`config.mk`:
```
export PLATFORM = sky130hd
export DESIGN_NAME = cmp_timer
export DESIGN_NICKNAME = d
export VERILOG_FILES = /design/src/cmp_pkg.sv /design/src/cmp_event_if.sv /design/src/cmp_counter.sv /design/src/cmp_timer.sv
export SDC_FILE = /design/constraint.sdc
export NUM_CORES = 1
export LEC_CHECK = 0
export BUFFER_PORTS_ARGS = -buffer_cell sky130_fd_sc_hd__buf_2
export CORE_UTILIZATION = 47
export DETAILED_ROUTE_END_ITERATION = 8
export PLACE_DENSITY_LB_ADDON = 0.05
export SKIP_CTS_REPAIR_TIMING = 1
export SLEW_MARGIN = 15
export SYNTH_ARGS = -nofsm -noshare
export SYNTH_HDL_FRONTEND = slang
export SYNTH_SLANG_ARGS = --single-unit
```
`constraint.sdc`:
```
create_clock -name mclk -period 1.45 [get_ports mclk]
set_input_delay 0.29 -clock mclk [delete_from_list [all_inputs] [get_ports mclk]]
set_output_delay 0.29 -clock mclk [all_outputs]
set_load 0.005 [all_outputs]
```
`src/cmp_pkg.sv`:
```
// What this block does
// Nonzero output mode routes compare state to pin
// Pin direction still follows port direction bit
// Override ignores waveform mode
// Compare state settable while pin disabled
// Output mode zero leaves state unchanged
// New mode acts next match; force acts now
// Counting depends only on waveform mode
// Normal mode counts up, wraps 0xFF to 0x00
// Normal overflow set when counter becomes zero
// Overflow cleared when its interrupt serviced
// Clear-on-match clears counter at compare value
// No buffering; missed match wraps through 0xFF
// Clear-on-match mode 1 toggles every match
// Clear-on-match overflow set passing max to zero; code does not set it when a match clears the counter at 0xFF
// Fast PWM counts zero to max, then clears
// Fast PWM mode 2 non-inverting, 3 inverting
// Fast PWM overflow set at max
// Fast PWM period is 256 timer clocks
// Compare zero spikes; compare max gives constant
// Fast PWM mode 1 toggles, value still buffered
// Software may write counter any time
// Non-PWM modes: 1 toggle, 2 clear, 3 set
// Match sets compare flag next cycle; write-one clears
// PWM buffers compare value, loads at top
// Reset: state low, mode fields zero
package cmp_pkg;
  localparam int CNT_W = 8;
  localparam logic [7:0] CNT_MAX = 8'h00_FF;
  localparam logic [7:0] CNT_BOTTOM = 8'h00_00;
  localparam logic [1:0] WAVE_NORMAL = 2'h0_0;
  localparam logic [1:0] WAVE_PHASE = 2'h0_1;
  localparam logic [1:0] WAVE_CLEAR_ON_MATCH = 2'h0_2;
  localparam logic [1:0] WAVE_FAST_PWM = 2'h0_3;
  localparam logic [1:0] OUT_OFF = 2'h0_0;
  localparam logic [1:0] OUT_TOGGLE = 2'h0_1;
  localparam logic [1:0] OUT_CLEAR = 2'h0_2;
  localparam logic [1:0] OUT_SET = 2'h0_3;
  localparam logic [1:0] MODE_RESET = 2'h0_0;
  localparam logic OUT_RESET = 1'b0;
  typedef enum logic [1:0] {ACT_NONE, ACT_TOGGLE, ACT_CLEAR, ACT_SET} out_act_e;
endpackage : cmp_pkg

```
`src/cmp_event_if.sv`:
```
`timescale 1ns/100ps
// Counter events handed from the counter to the output stage
interface cmp_event_if;
  logic match;
  logic bottom;
  logic [7:0] count;
  modport src (output match, output bottom, output count);
  modport dst (input match, input bottom, input count);
endinterface : cmp_event_if

```
`src/cmp_counter.sv`:
```
`timescale 1ns/100ps
module cmp_counter
  import cmp_pkg::*;
(
  input wire logic mclk,
  input wire logic arst_n,
  input wire logic tick,
  input wire logic [1:0] wave_mode,
  input wire logic [7:0] cmp_active,
  input wire logic cnt_wr,
  input wire logic [7:0] cnt_wdata,
  cmp_event_if.src ev
);
  logic [7:0] cnt_q;
  logic block_q;

  assign ev.count = cnt_q;
  // A counter write masks the match in the following timer cycle
  assign ev.match = (cnt_q == cmp_active) && !block_q;
  assign ev.bottom = (cnt_q == CNT_BOTTOM);

  always_ff @(posedge mclk or negedge arst_n) begin
    if (!arst_n) begin
      cnt_q <= CNT_BOTTOM;
    end else if (cnt_wr) begin
      cnt_q <= cnt_wdata;
    end else if (tick) begin
      if (wave_mode == WAVE_CLEAR_ON_MATCH && cnt_q == cmp_active) begin
        cnt_q <= CNT_BOTTOM;
      end else begin
        cnt_q <= cnt_q + 8'h00_01;
      end
    end
  end

  always_ff @(posedge mclk or negedge arst_n) begin
    if (!arst_n) begin
      block_q <= 1'b0;
    end else if (cnt_wr) begin
      block_q <= 1'b1;
    end else if (tick) begin
      block_q <= 1'b0;
    end
  end
endmodule : cmp_counter

```
`src/cmp_timer.sv`:
```
`timescale 1ns/100ps
module cmp_timer
  import cmp_pkg::*;
(
  input wire logic mclk,
  input wire logic arst_n,
  input wire logic tick,
  input wire logic [1:0] wave_mode_in,
  input wire logic [1:0] compare_output_mode_in,
  input wire logic mode_wr,
  input wire logic [7:0] compare_value,
  input wire logic cmp_wr,
  input wire logic cnt_wr,
  input wire logic [7:0] cnt_wdata,
  input wire logic force_compare_strobe,
  input wire logic ovf_ack,
  input wire logic cmp_flag_clr,
  input wire logic port_out,
  input wire logic compare_pin_direction_bit,
  output logic [7:0] counter_value,
  output logic overflow_flag,
  output logic compare_flag,
  output logic compare_output,
  output logic pin_out,
  output logic pin_oe
);
  import cmp_pkg::*;

  logic [1:0] wave_q;
  logic [1:0] com_q;
  logic [7:0] cmp_buf_q;
  logic [7:0] cmp_act_q;
  logic oc_q;
  logic ovf_q;
  logic ocf_q;
  logic match_pend_q;
  logic pwm;
  logic top;
  out_act_e act;
  cmp_event_if ev ();

  cmp_counter u_cnt (
    .mclk(mclk),
    .arst_n(arst_n),
    .tick(tick),
    .wave_mode(wave_q),
    .cmp_active(cmp_act_q),
    .cnt_wr(cnt_wr),
    .cnt_wdata(cnt_wdata),
    .ev(ev.src)
  );

  assign pwm = wave_q[0];
  assign top = (ev.count == CNT_MAX);

  always_ff @(posedge mclk or negedge arst_n) begin
    if (!arst_n) begin
      wave_q <= MODE_RESET;
      com_q <= MODE_RESET;
    end else if (mode_wr) begin
      wave_q <= wave_mode_in;
      com_q <= compare_output_mode_in;
    end
  end

  // Buffered in PWM modes, transparent otherwise
  always_ff @(posedge mclk or negedge arst_n) begin
    if (!arst_n) begin
      cmp_buf_q <= CNT_BOTTOM;
    end else if (cmp_wr) begin
      cmp_buf_q <= compare_value;
    end
  end

  always_ff @(posedge mclk or negedge arst_n) begin
    if (!arst_n) begin
      cmp_act_q <= CNT_BOTTOM;
    end else if (cmp_wr && !pwm) begin
      cmp_act_q <= compare_value;
    end else if (pwm && tick && top) begin
      cmp_act_q <= cmp_buf_q;
    end
  end

  always_comb begin
    act = ACT_NONE;
    case (com_q)
      OUT_TOGGLE: act = ACT_TOGGLE;
      OUT_CLEAR: act = ACT_CLEAR;
      OUT_SET: act = ACT_SET;
      default: act = ACT_NONE;
    endcase
  end

  // Fast PWM: match wins over top so compare max yields a constant level
  always_ff @(posedge mclk or negedge arst_n) begin
    if (!arst_n) begin
      oc_q <= OUT_RESET;
    end else if (!pwm && force_compare_strobe) begin
      case (act)
        ACT_TOGGLE: oc_q <= !oc_q;
        ACT_CLEAR: oc_q <= 1'b0;
        ACT_SET: oc_q <= 1'b1;
        default: oc_q <= oc_q;
      endcase
    end else if (tick && ev.match) begin
      case (act)
        ACT_TOGGLE: oc_q <= !oc_q;
        ACT_CLEAR: oc_q <= 1'b0;
        ACT_SET: oc_q <= 1'b1;
        default: oc_q <= oc_q;
      endcase
    end else if (tick && wave_q == WAVE_FAST_PWM && top) begin
      // Next cycle is bottom; level set for the new period
      if (act == ACT_CLEAR && cmp_buf_q != CNT_MAX) begin
        oc_q <= 1'b1;
      end else if (act == ACT_SET && cmp_buf_q != CNT_MAX) begin
        oc_q <= 1'b0;
      end
    end
  end

  // Overflow: set on max to zero, except when a clear-on-match match clears the counter at max
  always_ff @(posedge mclk or negedge arst_n) begin
    if (!arst_n) begin
      ovf_q <= 1'b0;
    end else if (tick && !cnt_wr && top && !(wave_q == WAVE_CLEAR_ON_MATCH && ev.match)) begin
      ovf_q <= 1'b1;
    end else if (ovf_ack) begin
      ovf_q <= 1'b0;
    end
  end

  always_ff @(posedge mclk or negedge arst_n) begin
    if (!arst_n) begin
      match_pend_q <= 1'b0;
    end else begin
      match_pend_q <= tick && ev.match;
    end
  end

  always_ff @(posedge mclk or negedge arst_n) begin
    if (!arst_n) begin
      ocf_q <= 1'b0;
    end else if (match_pend_q) begin
      ocf_q <= 1'b1;
    end else if (cmp_flag_clr) begin
      ocf_q <= 1'b0;
    end
  end

  assign counter_value = ev.count;
  assign overflow_flag = ovf_q;
  assign compare_flag = ocf_q;
  assign compare_output = oc_q;
  assign pin_out = (com_q != OUT_OFF) ? oc_q : port_out;
  assign pin_oe = compare_pin_direction_bit;
endmodule : cmp_timer

```
==> results of run 1 <==
==> through the flow <==
stage	worst slack [ps]	hold WS (ps)	instance area, µm²	power [mW]
4_1_cts	-282	-53.0	2210	2.41
6_report	-241	198	2370	2.49
5_1_grt	-298	218	2370	2.63
3_5_place_dp	-257	252	2130	1.76
3_3_place_gp	-247	242	2130	1.73
2_1_floorplan	-133	-5.59	1780	1.50
==> final cells by class <==
class	count	area [µm²]	area share
well taps	46	57.6	0.0243
inverters	10	37.5	0.0158
multi-input cells	116	951	0.401
flip-flops and latches	33	828	0.350
clock buffers	8	80.1	0.0338
repair buffers	65	415	0.175
==> critical path, cell delays in order, from the launching register on <==
cell and delay [ps]:
dfrtp_1 420, xor2_1 160, nor4_2 270, buf_4 170
nand4b_1 240, nand4bb_1 220, nand3_2 90
==> state kept, by name, indices dropped and copies added, names as in the netlist <==
name            flops
cmp_act_q           8
cmp_buf_q           8
com_q               2
compare_flag        1
compare_output      1
match_pend_q        1
overflow_flag       1
u_cnt.block_q       1
u_cnt.ev.count      8
wave_q              2
==> Yosys cell counts, types with 2 or more instances <==
cell	count	area share
nand2b_1	2	0.0071
nor2b_1	3	0.011
o21ai_0	2	0.0057
buf_2	5	0.014
mux2_2	12	0.077
nand2_1	12	0.026
nor2_1	6	0.013
nor3_1	6	0.017
xor2_1	8	0.040
nand4_1	3	0.011
nand4b_1	7	0.035
nand3_1	5	0.014
dfrtp_1	33	0.47
a2111oi_0	5	0.025
clkbuf_1	4	0.0086
nor4_2	3	0.021
a21o_1	2	0.0086
inv_1	10	0.021
o21ai_1	9	0.026
mux2i_1	8	0.046
and3_1	3	0.011
a21oi_1	4	0.011
o31ai_1	5	0.021
==> where the power goes <==
part | leakage [nW] | switching [mW] | internal (mW) | total [mW]
Clock | 0.0395 | 0.308 | 0.340 | 0.649
Sequential | 0.395 | 0.117 | 1.05 | 1.16
Combinational | 0.680 | 0.323 | 0.353 | 0.676
Total | 1.11 | 0.748 | 1.74 | 2.49
==> cells by family (layout without fill, tap and decap cells) <==
kind of cell	count (synthesis)	after routing	synth area share
and+or+nand+nor	55	55	0.189
AOI/OAI and AO/OA	32	32	0.122
adders and majority gates	1	1	0.00713
buffers and inverters	20	83	0.0485
xor gates and xnor gates	8	8	0.0399
muxes	20	20	0.123
DFF	33	33	0.471
==> layout by cell type (no fill, tap or decap), types with 3 or more instances in the layout <==
cell type,n
inv_1,10
o21ai_1,7
o31ai_1,5
buf_6,4
a21oi_1,3
buf_4,18
a2111oi_2,4
nand4_1,3
nand4b_1,7
clkbuf_1,3
nor3_1,5
mux2i_1,8
buf_2,41
nor2b_1,3
clkbuf_8,5
dfrtp_1,31
nand2_1,4
nor2_1,5
nand2_2,7
xor2_1,8
nand3_1,4
mux2_2,12
==> path summary, 6_finish.rpt <==
| path | start | to | slack [ps] | cells after the start |
|---|---|---|---|---|
| hold / removal | ovf_ack | overflow_flag$_DFFE_PN0P_ | 200 | 2 |
| setup / recovery | u_cnt.ev.count[0]$_DFFE_PN0P_ | u_cnt.ev.count[7]$_DFFE_PN0P_ | -240 | 6 |
| hold reg to reg | match_pend_q$_DFF_PN0_ | compare_flag$_DFFE_PN0P_ | 440 | 1 |
| min in group asynchronous | arst_n | u_cnt.ev.count[3]$_DFFE_PN0P_ | 480 | 2 |
| setup reg to reg | u_cnt.ev.count[0]$_DFFE_PN0P_ | u_cnt.ev.count[7]$_DFFE_PN0P_ | -240 | 6 |
| max in group asynchronous | arst_n | com_q[1]$_DFFE_PN0P_ | 520 | 3 |
==> metal layers <==
layer	share of wire	wire length (µm)
met5	0	0
met4	0.016	67
met3	0.048	197
met2	0.50	2080
met1	0.43	1780
==> flow_summary.json, run 1 <==
{
  "clk_root_buffer_cell": "clkbuf_8",
  "netlist_instances": 169,
  "grt_util_met2": 0.356,
  "grt_first_pass_wirelength_um": 6430,
  "syn_area_um2": 1750,
  "clk_latency_ps": 280,
  "ios": 44,
  "worstMarginPinSlew_ps": 435,
  "end_kind": "register",
  "cts_htree_levels": 2,
  "grt_use_total": 0.211,
  "path_clk_slew_ps": 70,
  "ys_warn_count": 0,
  "ant_nets": 0,
  "cp.required_ps": 1610,
  "violations": "negative setup slack",
  "maxSlewHeadroom": 0.710,
  "grt_start_max_net_pins": 23,
  "finalMaxSlewViolations": 0,
  "dp_hpwl_um": 3030,
  "final_nets": 263,
  "start_util": 0.510,
  "ys_seq_area_frac": 0.471,
  "place_inst": 264,
  "num_antenna_cells": 0,
  "status": "finished with violations",
  "tritoncts": "done",
  "final_core_util": 0.688,
  "grt_overflow": 0,
  "core_area_um2": 3440,
  "port_buffers": 41,
  "clock_path_buffers": 2,
  "die_h_um": 63.1,
  "syn_nets": 201,
  "fillers": 280,
  "arrival_ps": 1850,
  "drtIter0Drc": 116,
  "use_met3": 0.0435,
  "period_share": 1.17,
  "setup_violations": 18,
  "top_usage_layer": "met2",
  "ys_ff_latch": 33,
  "ir_drop_uv": 716,
  "die_w_um": 63.1,
  "num_rows": 21,
  "final_hold_viol_count": 0,
  "hold_class": "in -> reg",
  "p_leak_nw": 1.11,
  "cap_viol_max_count": 0,
  "die_area_um2": 3980,
  "synthArstFlopShare": 1.00,
  "syn2layout_area_growth_pct": 35.1,
  "layout-drive-gt1-share": 0.470,
  "grt_pass1_vias": 1425,
  "cts_buffers": 5,
  "avgViaCountPerCell": 5.54,
  "power_per_cell_area_nw_per_um2": 1050,
  "via_count": 1541,
  "drc": 0,
  "path_max_fanout": 5,
  "gp_congestion": 0.871,
  "fmax_mhz": 591,
  "antenna_found_initial": 0,
  "synth_edf_count": 0,
  "finalClockSkew_ps": 6.82,
  "timing.setup.tns_ps": -2560,
  "worst_setup_path_start_kind": "register",
  "syn_area_per_cell_um2": 10.4,
  "ys.flop_type": "dfrtp_1",
  "stdcell_count": 278,
  "setup_slack_ps": -241,
  "critPathKind": "reg -> reg",
  "cts_num_sinks": 33,
  "rsz0062_at_grt": "true",
  "use_met1": 0.260,
  "wirelength_um": 4130,
  "first_pass_iters": 4,
  "fin_crit_ps": 1690,
  "synth_cell_types": 35,
  "wire_per_inst_um": 14.8
}
No activity file was read; power rests on OpenSTA's default activity.
==> run 2: changes to the inputs <==
--- a/config.mk
+++ b/config.mk
@@ -8,7 +8,7 @@
 export BUFFER_PORTS_ARGS = -buffer_cell sky130_fd_sc_hd__buf_2
 export CORE_UTILIZATION = 47
 export DETAILED_ROUTE_END_ITERATION = 8
-export PLACE_DENSITY_LB_ADDON = 0.05
+export PLACE_DENSITY = 0.71
 export SKIP_CTS_REPAIR_TIMING = 1
 export SLEW_MARGIN = 15
 export SYNTH_ARGS = -nofsm -noshare
==> run 2 against run 1 <==
  * Critical path depth did not move
  * Via count up 2.0%
  * Critical path type unchanged
  * Largest cell class unchanged
  * Highest routed layer unchanged
  * Clock power fell by 0.8%
  * Clock skew down 1.9 ps
  * The flow still finishes with violations (negative setup slack)
  * Sequential share of layout area fell by 0.67 points
  * Critical endpoint is now compare_output$_DFFE_PN0P_
==> flow_summary.json, run 2 (synthesis gave the netlist of run 1 again) <==
{
  "num_antenna_cells": 0,
  "antenna_found_initial": 0,
  "final_cell_mix": "buf_2 (41), dfrtp_1 (31), buf_4 (25), nand2_1 (12), mux2_2 (12)",
  "clk_latency_ps": 280,
  "path_clk_slew_ps": 60,
  "cts_buffers": 5,
  "end_kind": "register",
  "syn2layout_area_growth_pct": 37.7,
  "layout-drive-gt1-share": 0.458,
  "violations": "negative setup slack",
  "wirelength_um": 4290,
  "slowest_delay_ps": 410,
  "hold_class": "in -> reg",
  "fillers": 265,
  "crit_start": "cmp_act_q[0]$_DFFE_PN0P_",
  "die_h_um": 63.1,
  "grt_pass1_vias": 1508,
  "ir_drop_uv": 711,
  "port_buffers": 41,
  "rr_worst_depth": 6,
  "r2r-start": "cmp_act_q[0]$_DFFE_PN0P_",
  "setup_slack_ps": -303,
  "worstMarginPinSlew_ps": 484,
  "placed_area_um2": 2160,
  "final_hold_viol_count": 0,
  "start_util": 0.510,
  "worst_hold_startpoint": "ovf_ack",
  "grt_start_max_net_pins": 25,
  "grt_overflow": 0,
  "power_per_cell_area_nw_per_um2": 1050,
  "cpLargestDelayFamily": "compound AO/OA/AOI/OAI gates",
  "min_to": "overflow_flag$_DFFE_PN0P_",
  "finalClockSkew_ps": 4.93,
  "drtIter0Drc": 157,
  "arrival_ps": 1910,
  "critPathKind": "reg -> reg",
  "grt_use_total": 0.221,
  "p_total_mw": 2.54,
  "reg2reg_slack_ps": -300,
  "period_share": 1.21,
  "path_max_fanout": 3,
  "dp_hpwl_um": 3040,
  "gp_congestion": 0.823,
  "die_area_um2": 3980,
  "finalMaxSlewViolations": 0,
  "setup_violations": 19,
  "rsz0062_at_grt": "true",
  "tritoncts": "done",
  "core_area_um2": 3440,
  "first_pass_iters": 4,
  "cts_htree_levels": 2,
  "clk_root_buffer_cell": "clkbuf_8",
  "path_buf_inv": 1,
  "die_w_um": 63.1,
  "hold_path_depth": 2,
  "drc": 0,
  "clock_path_buffers": 2,
  "cpMaxStageDelayCell": "dfrtp_1",
  "ant_nets": 0,
  "maxSlewHeadroom": 0.678,
  "layout_commonest_cell": "buf_2",
  "cp.required_ps": 1610,
  "p_leak_nw": 1.14,
  "cp.depth": 6,
  "wire_per_inst_um": 15.1,
  "status": "finished with violations",
  "num_rows": 21,
  "worstPathCellList": "xor2_1 -> nor4_2 -> buf_4 -> a41oi_4 -> a2bb2oi_2 -> o221ai_2",
  "avgViaCountPerCell": 5.54,
  "timing.rr.end": "compare_output$_DFFE_PN0P_",
  "via_count": 1572,
  "ios": 44,
  "cap_viol_max_count": 0,
  "grt_first_pass_wirelength_um": 6760,
  "stdcell_area_um2": 2420,
  "worst_setup_path_start_kind": "register",
  "fmax_mhz": 571,
  "final_nets": 269,
  "cts_num_sinks": 33,
  "fin_crit_ps": 1750
}
[run 2: how the worst max path moves through the flow]
stage	to	slack, ps
5_1_grt	compare_output$_DFFE_PN0P_	-400
3_3_place_gp	u_cnt.ev.count[6]$_DFFE_PN0P_	-220
6_report	compare_output$_DFFE_PN0P_	-300
4_1_cts	u_cnt.ev.count[6]$_DFFE_PN0P_	-330
2_1_floorplan	u_cnt.ev.count[2]$_DFFE_PN0P_	-130
3_5_place_dp	u_cnt.ev.count[3]$_DFFE_PN0P_	-270
[run 2: per-stage QoR]
step | setup TNS (ps) | instances | utilization | worst slack, ps | hold slack, ps
after global routing | -4330 | 284 | 0.702 | -395 | 200
after detailed placement | -3580 | 267 | 0.627 | -267 | 247
after floorplan | -1400 | 169 | - | -133 | -5.59
final | -2680 | 284 | 0.702 | -303 | 200
after CTS | -3830 | 275 | 0.651 | -330 | -57.5
after global placement | -3140 | 267 | 0.627 | -217 | 240
[run 2: layer usage]
metal	vias to the layer above	track usage	routed length [µm]
met3	12	0.0362	194
met2	42	0.374	2130
met1	767	0.275	1840
li1	751	-	-
met4	0	0.0988	118
met5	-	0	0
[run 2: layout make-up]
cell class	count	area, µm²	area share
Timing Repair Buffer	70	445	0.184
Sequential cell	33	828	0.343
Clock inverter	2	10.0	0.00414
Tap cell	46	57.6	0.0238
Multi-Input combinational cell	117	965	0.399
Inverter	10	37.5	0.0155
Clock buffer	6	72.6	0.0300
[run 2: power by group]
group          leakage [nW]  internal (mW)  switching [mW]  total, mW
clock                0.0450          0.332           0.313      0.644
sequential            0.395           1.05           0.110       1.16
combinational         0.704          0.389           0.351      0.740
[run 2: worst register-to-register path: stages, from the launching register on]
cell,delay (ps)
dfrtp_1,410
xor2_1,190
nor4_2,410
buf_4,200
a41oi_4,140
a2bb2oi_2,180
o221ai_2,100
==> run 3: changes to the inputs <==
--- a/config.mk
+++ b/config.mk
@@ -6,7 +6,9 @@
 export NUM_CORES = 1
 export LEC_CHECK = 0
 export BUFFER_PORTS_ARGS = -buffer_cell sky130_fd_sc_hd__buf_2
-export CORE_UTILIZATION = 47
+export CELL_PAD_IN_SITES_DETAIL_PLACEMENT = 0
+export CELL_PAD_IN_SITES_GLOBAL_PLACEMENT = 1
+export CORE_UTILIZATION = 36
 export DETAILED_ROUTE_END_ITERATION = 8
 export PLACE_DENSITY = 0.71
 export SKIP_CTS_REPAIR_TIMING = 1
==> run 3 against run 2 <==
  * The run still ends with negative setup slack left
  * Clock power is 39% higher
  * Cell area increased by 0.88%
  * First-iteration DRC count shrank 31%
  * Cell count up 1.4%
  * Via count fell by 4.8%
  * Critical path depth did not move
  * Count of clock-buffer cells in the layout fell by 1
  * Core utilization shrank 18 points
  * Clock skew is 9.4 ps higher
  * Die area is 30% higher
  * Combinational power down 5.0%
==> flow_summary.json, run 3 (synthesis gave the netlist of run 1 again) <==
{
  "status": "finished with violations",
  "violations": "negative setup slack",
  "rr_worst_depth": 6,
  "final_cell_mix": "buf_2 (41), dfrtp_1 (31), buf_4 (22), nand2_1 (12), mux2_2 (12)",
  "grt_use_total": 0.165,
  "hold_class": "in -> reg",
  "layout-drive-gt1-share": 0.449,
  "num_antenna_cells": 0,
  "final_hold_viol_count": 0,
  "cpMaxStageDelayCell": "dfrtp_1",
  "setup_violations": 18,
  "finalMaxSlewViolations": 0,
  "start_util": 0.374,
  "setup_slack_ps": -249,
  "via_count": 1496,
  "num_rows": 25,
  "die_h_um": 71.8,
  "finalClockSkew_ps": 14.3,
  "slowest_delay_ps": 440,
  "power_frac_seq": 0.419,
  "wirelength_um": 4270,
  "critPathKind": "reg -> reg",
  "combPwrFrac": 0.255,
  "grt_overflow": 0,
  "gp_congestion": 0.796,
  "cts_num_sinks": 33,
  "final_nets": 265,
  "cap_viol_max_count": 0,
  "worst_hold_startpoint": "ovf_ack",
  "reg2reg_slack_ps": -250,
  "fmax_mhz": 589,
  "hold_path_depth": 2,
  "ios": 44,
  "p_leak_nw": 1.13,
  "die_area_um2": 5160,
  "power.switching_uw": 815,
  "stdcell_count": 288,
  "p_total_mw": 2.75,
  "power_frac_clock": 0.325,
  "clk_root_buffer_cell": "clkbuf_8",
  "drtIter0Drc": 109,
  "grt_pass1_vias": 1381,
  "syn2layout_area_growth_pct": 38.9,
  "path_max_fanout": 5,
  "drc": 0,
  "grt_first_pass_wirelength_um": 6440,
  "port_buffers": 41,
  "antenna_found_initial": 0,
  "worstMarginPinSlew_ps": 508,
  "placed_area_um2": 2170,
  "tritoncts": "done",
  "cp.required_ps": 1600,
  "arrival_ps": 1850,
  "cts_buffers": 5,
  "place_inst": 276,
  "swShare": 0.296,
  "wire_per_inst_um": 14.8,
  "clock_path_buffers": 2,
  "die_w_um": 71.8,
  "ant_nets": 0,
  "worst_setup_path_start_kind": "register",
  "rsz0062_at_grt": "true",
  "avgViaCountPerCell": 5.19,
  "dp_hpwl_um": 3040,
  "ir_drop_uv": 659,
  "stdcell_area_um2": 2440,
  "fin_crit_ps": 1700,
  "path_clk_slew_ps": 90,
  "period_share": 1.17,
  "min_to": "overflow_flag$_DFFE_PN0P_",
  "clk_latency_ps": 290,
  "r2r-start": "u_cnt.ev.count[0]$_DFFE_PN0P_",
  "worstPathCellList": "xor2_1 -> nor4_2 -> nand2_1 -> nor4_4 -> buf_6 -> a2111oi_1",
  "timing.rr.end": "u_cnt.ev.count[3]$_DFFE_PN0P_",
  "maxSlewHeadroom": 0.662,
  "layout_commonest_cell": "buf_2",
  "power_per_cell_area_nw_per_um2": 1130,
  "first_pass_iters": 4,
  "cts_htree_levels": 2,
  "intPower_mw": 1.94,
  "end_kind": "register",
  "grt_start_max_net_pins": 27,
  "core_area_um2": 4690,
  "crit_start": "u_cnt.ev.count[0]$_DFFE_PN0P_"
}
run 3: changes by cell type in the layout (fill, tap and decap cells not counted), sizes merged:
cell,before,now
buf,69,66
clkinv,2,1
clkbuf,6,5
clkinvlp,0,1
and2,2,1
bufinv,0,1
run 3: worst max path at each step:
stage	endpoint	slack (ps)	cells after the start
6_report	u_cnt.ev.count[3]$_DFFE_PN0P_	-250	6
5_1_grt	u_cnt.ev.count[3]$_DFFE_PN0P_	-320	6
4_1_cts	u_cnt.ev.count[2]$_DFFE_PN0P_	-380	5
3_5_place_dp	u_cnt.ev.count[2]$_DFFE_PN0P_	-340	5
3_3_place_gp	u_cnt.ev.count[6]$_DFFE_PN0P_	-260	5
2_1_floorplan	u_cnt.ev.count[2]$_DFFE_PN0P_	-130	5
run 3: final cells by class:
cell class | count | area (µm²)
timing repair buffer | 67 | 423
multi-input combinational | 116 | 966
inverter | 10 | 37.5
sequential | 33 | 828
tap | 54 | 67.6
clock buffer | 5 | 68.8
fill | 462 | 2250
clock inverter | 3 | 46.3
run 3: critical path: cells and delay by family (launching register included):
kind	cells	cell delay (ps)
AOI/OAI and AO/OA	1	60
xor gates and xnor gates	1	170
buffers and inverters	1	170
DFF	1	440
and+or+nand+nor	3	710
run 3: power groups by stage:
stage	clock network, mW	registers (mW)	logic, mW
2_1_floorplan	0	1.16	0.337
3_3_place_gp	0	1.16	0.613
3_5_place_dp	0	1.17	0.627
4_1_cts	0.908	1.15	0.630
5_1_grt	0.943	1.17	0.772
6_report	0.896	1.15	0.703
run 3: routing by layer:
layer / share of wire / GRT usage / vias up / wire length [µm]
li1: - / - / 744 / -
met1: 0.46 / 0.223 / 693 / 1950
met2: 0.47 / 0.248 / 51 / 2020
met3: 0.056 / 0.0394 / 8 / 238
met4: 0.014 / 0.0828 / 0 / 60
met5: 0 / 0 / - / 0
run 3: metrics by stage:
stage / hold WS (ps) / TNS, ps / utilization / worst slack [ps]
after floorplan: -5.59 / -1400 / - / -133
after global placement: 247 / -3100 / 0.463 / -256
after detailed placement: 258 / -3620 / 0.463 / -339
after CTS: -56.8 / -4120 / 0.488 / -377
after global routing: 186 / -3380 / 0.519 / -318
final: 192 / -2200 / 0.519 / -249
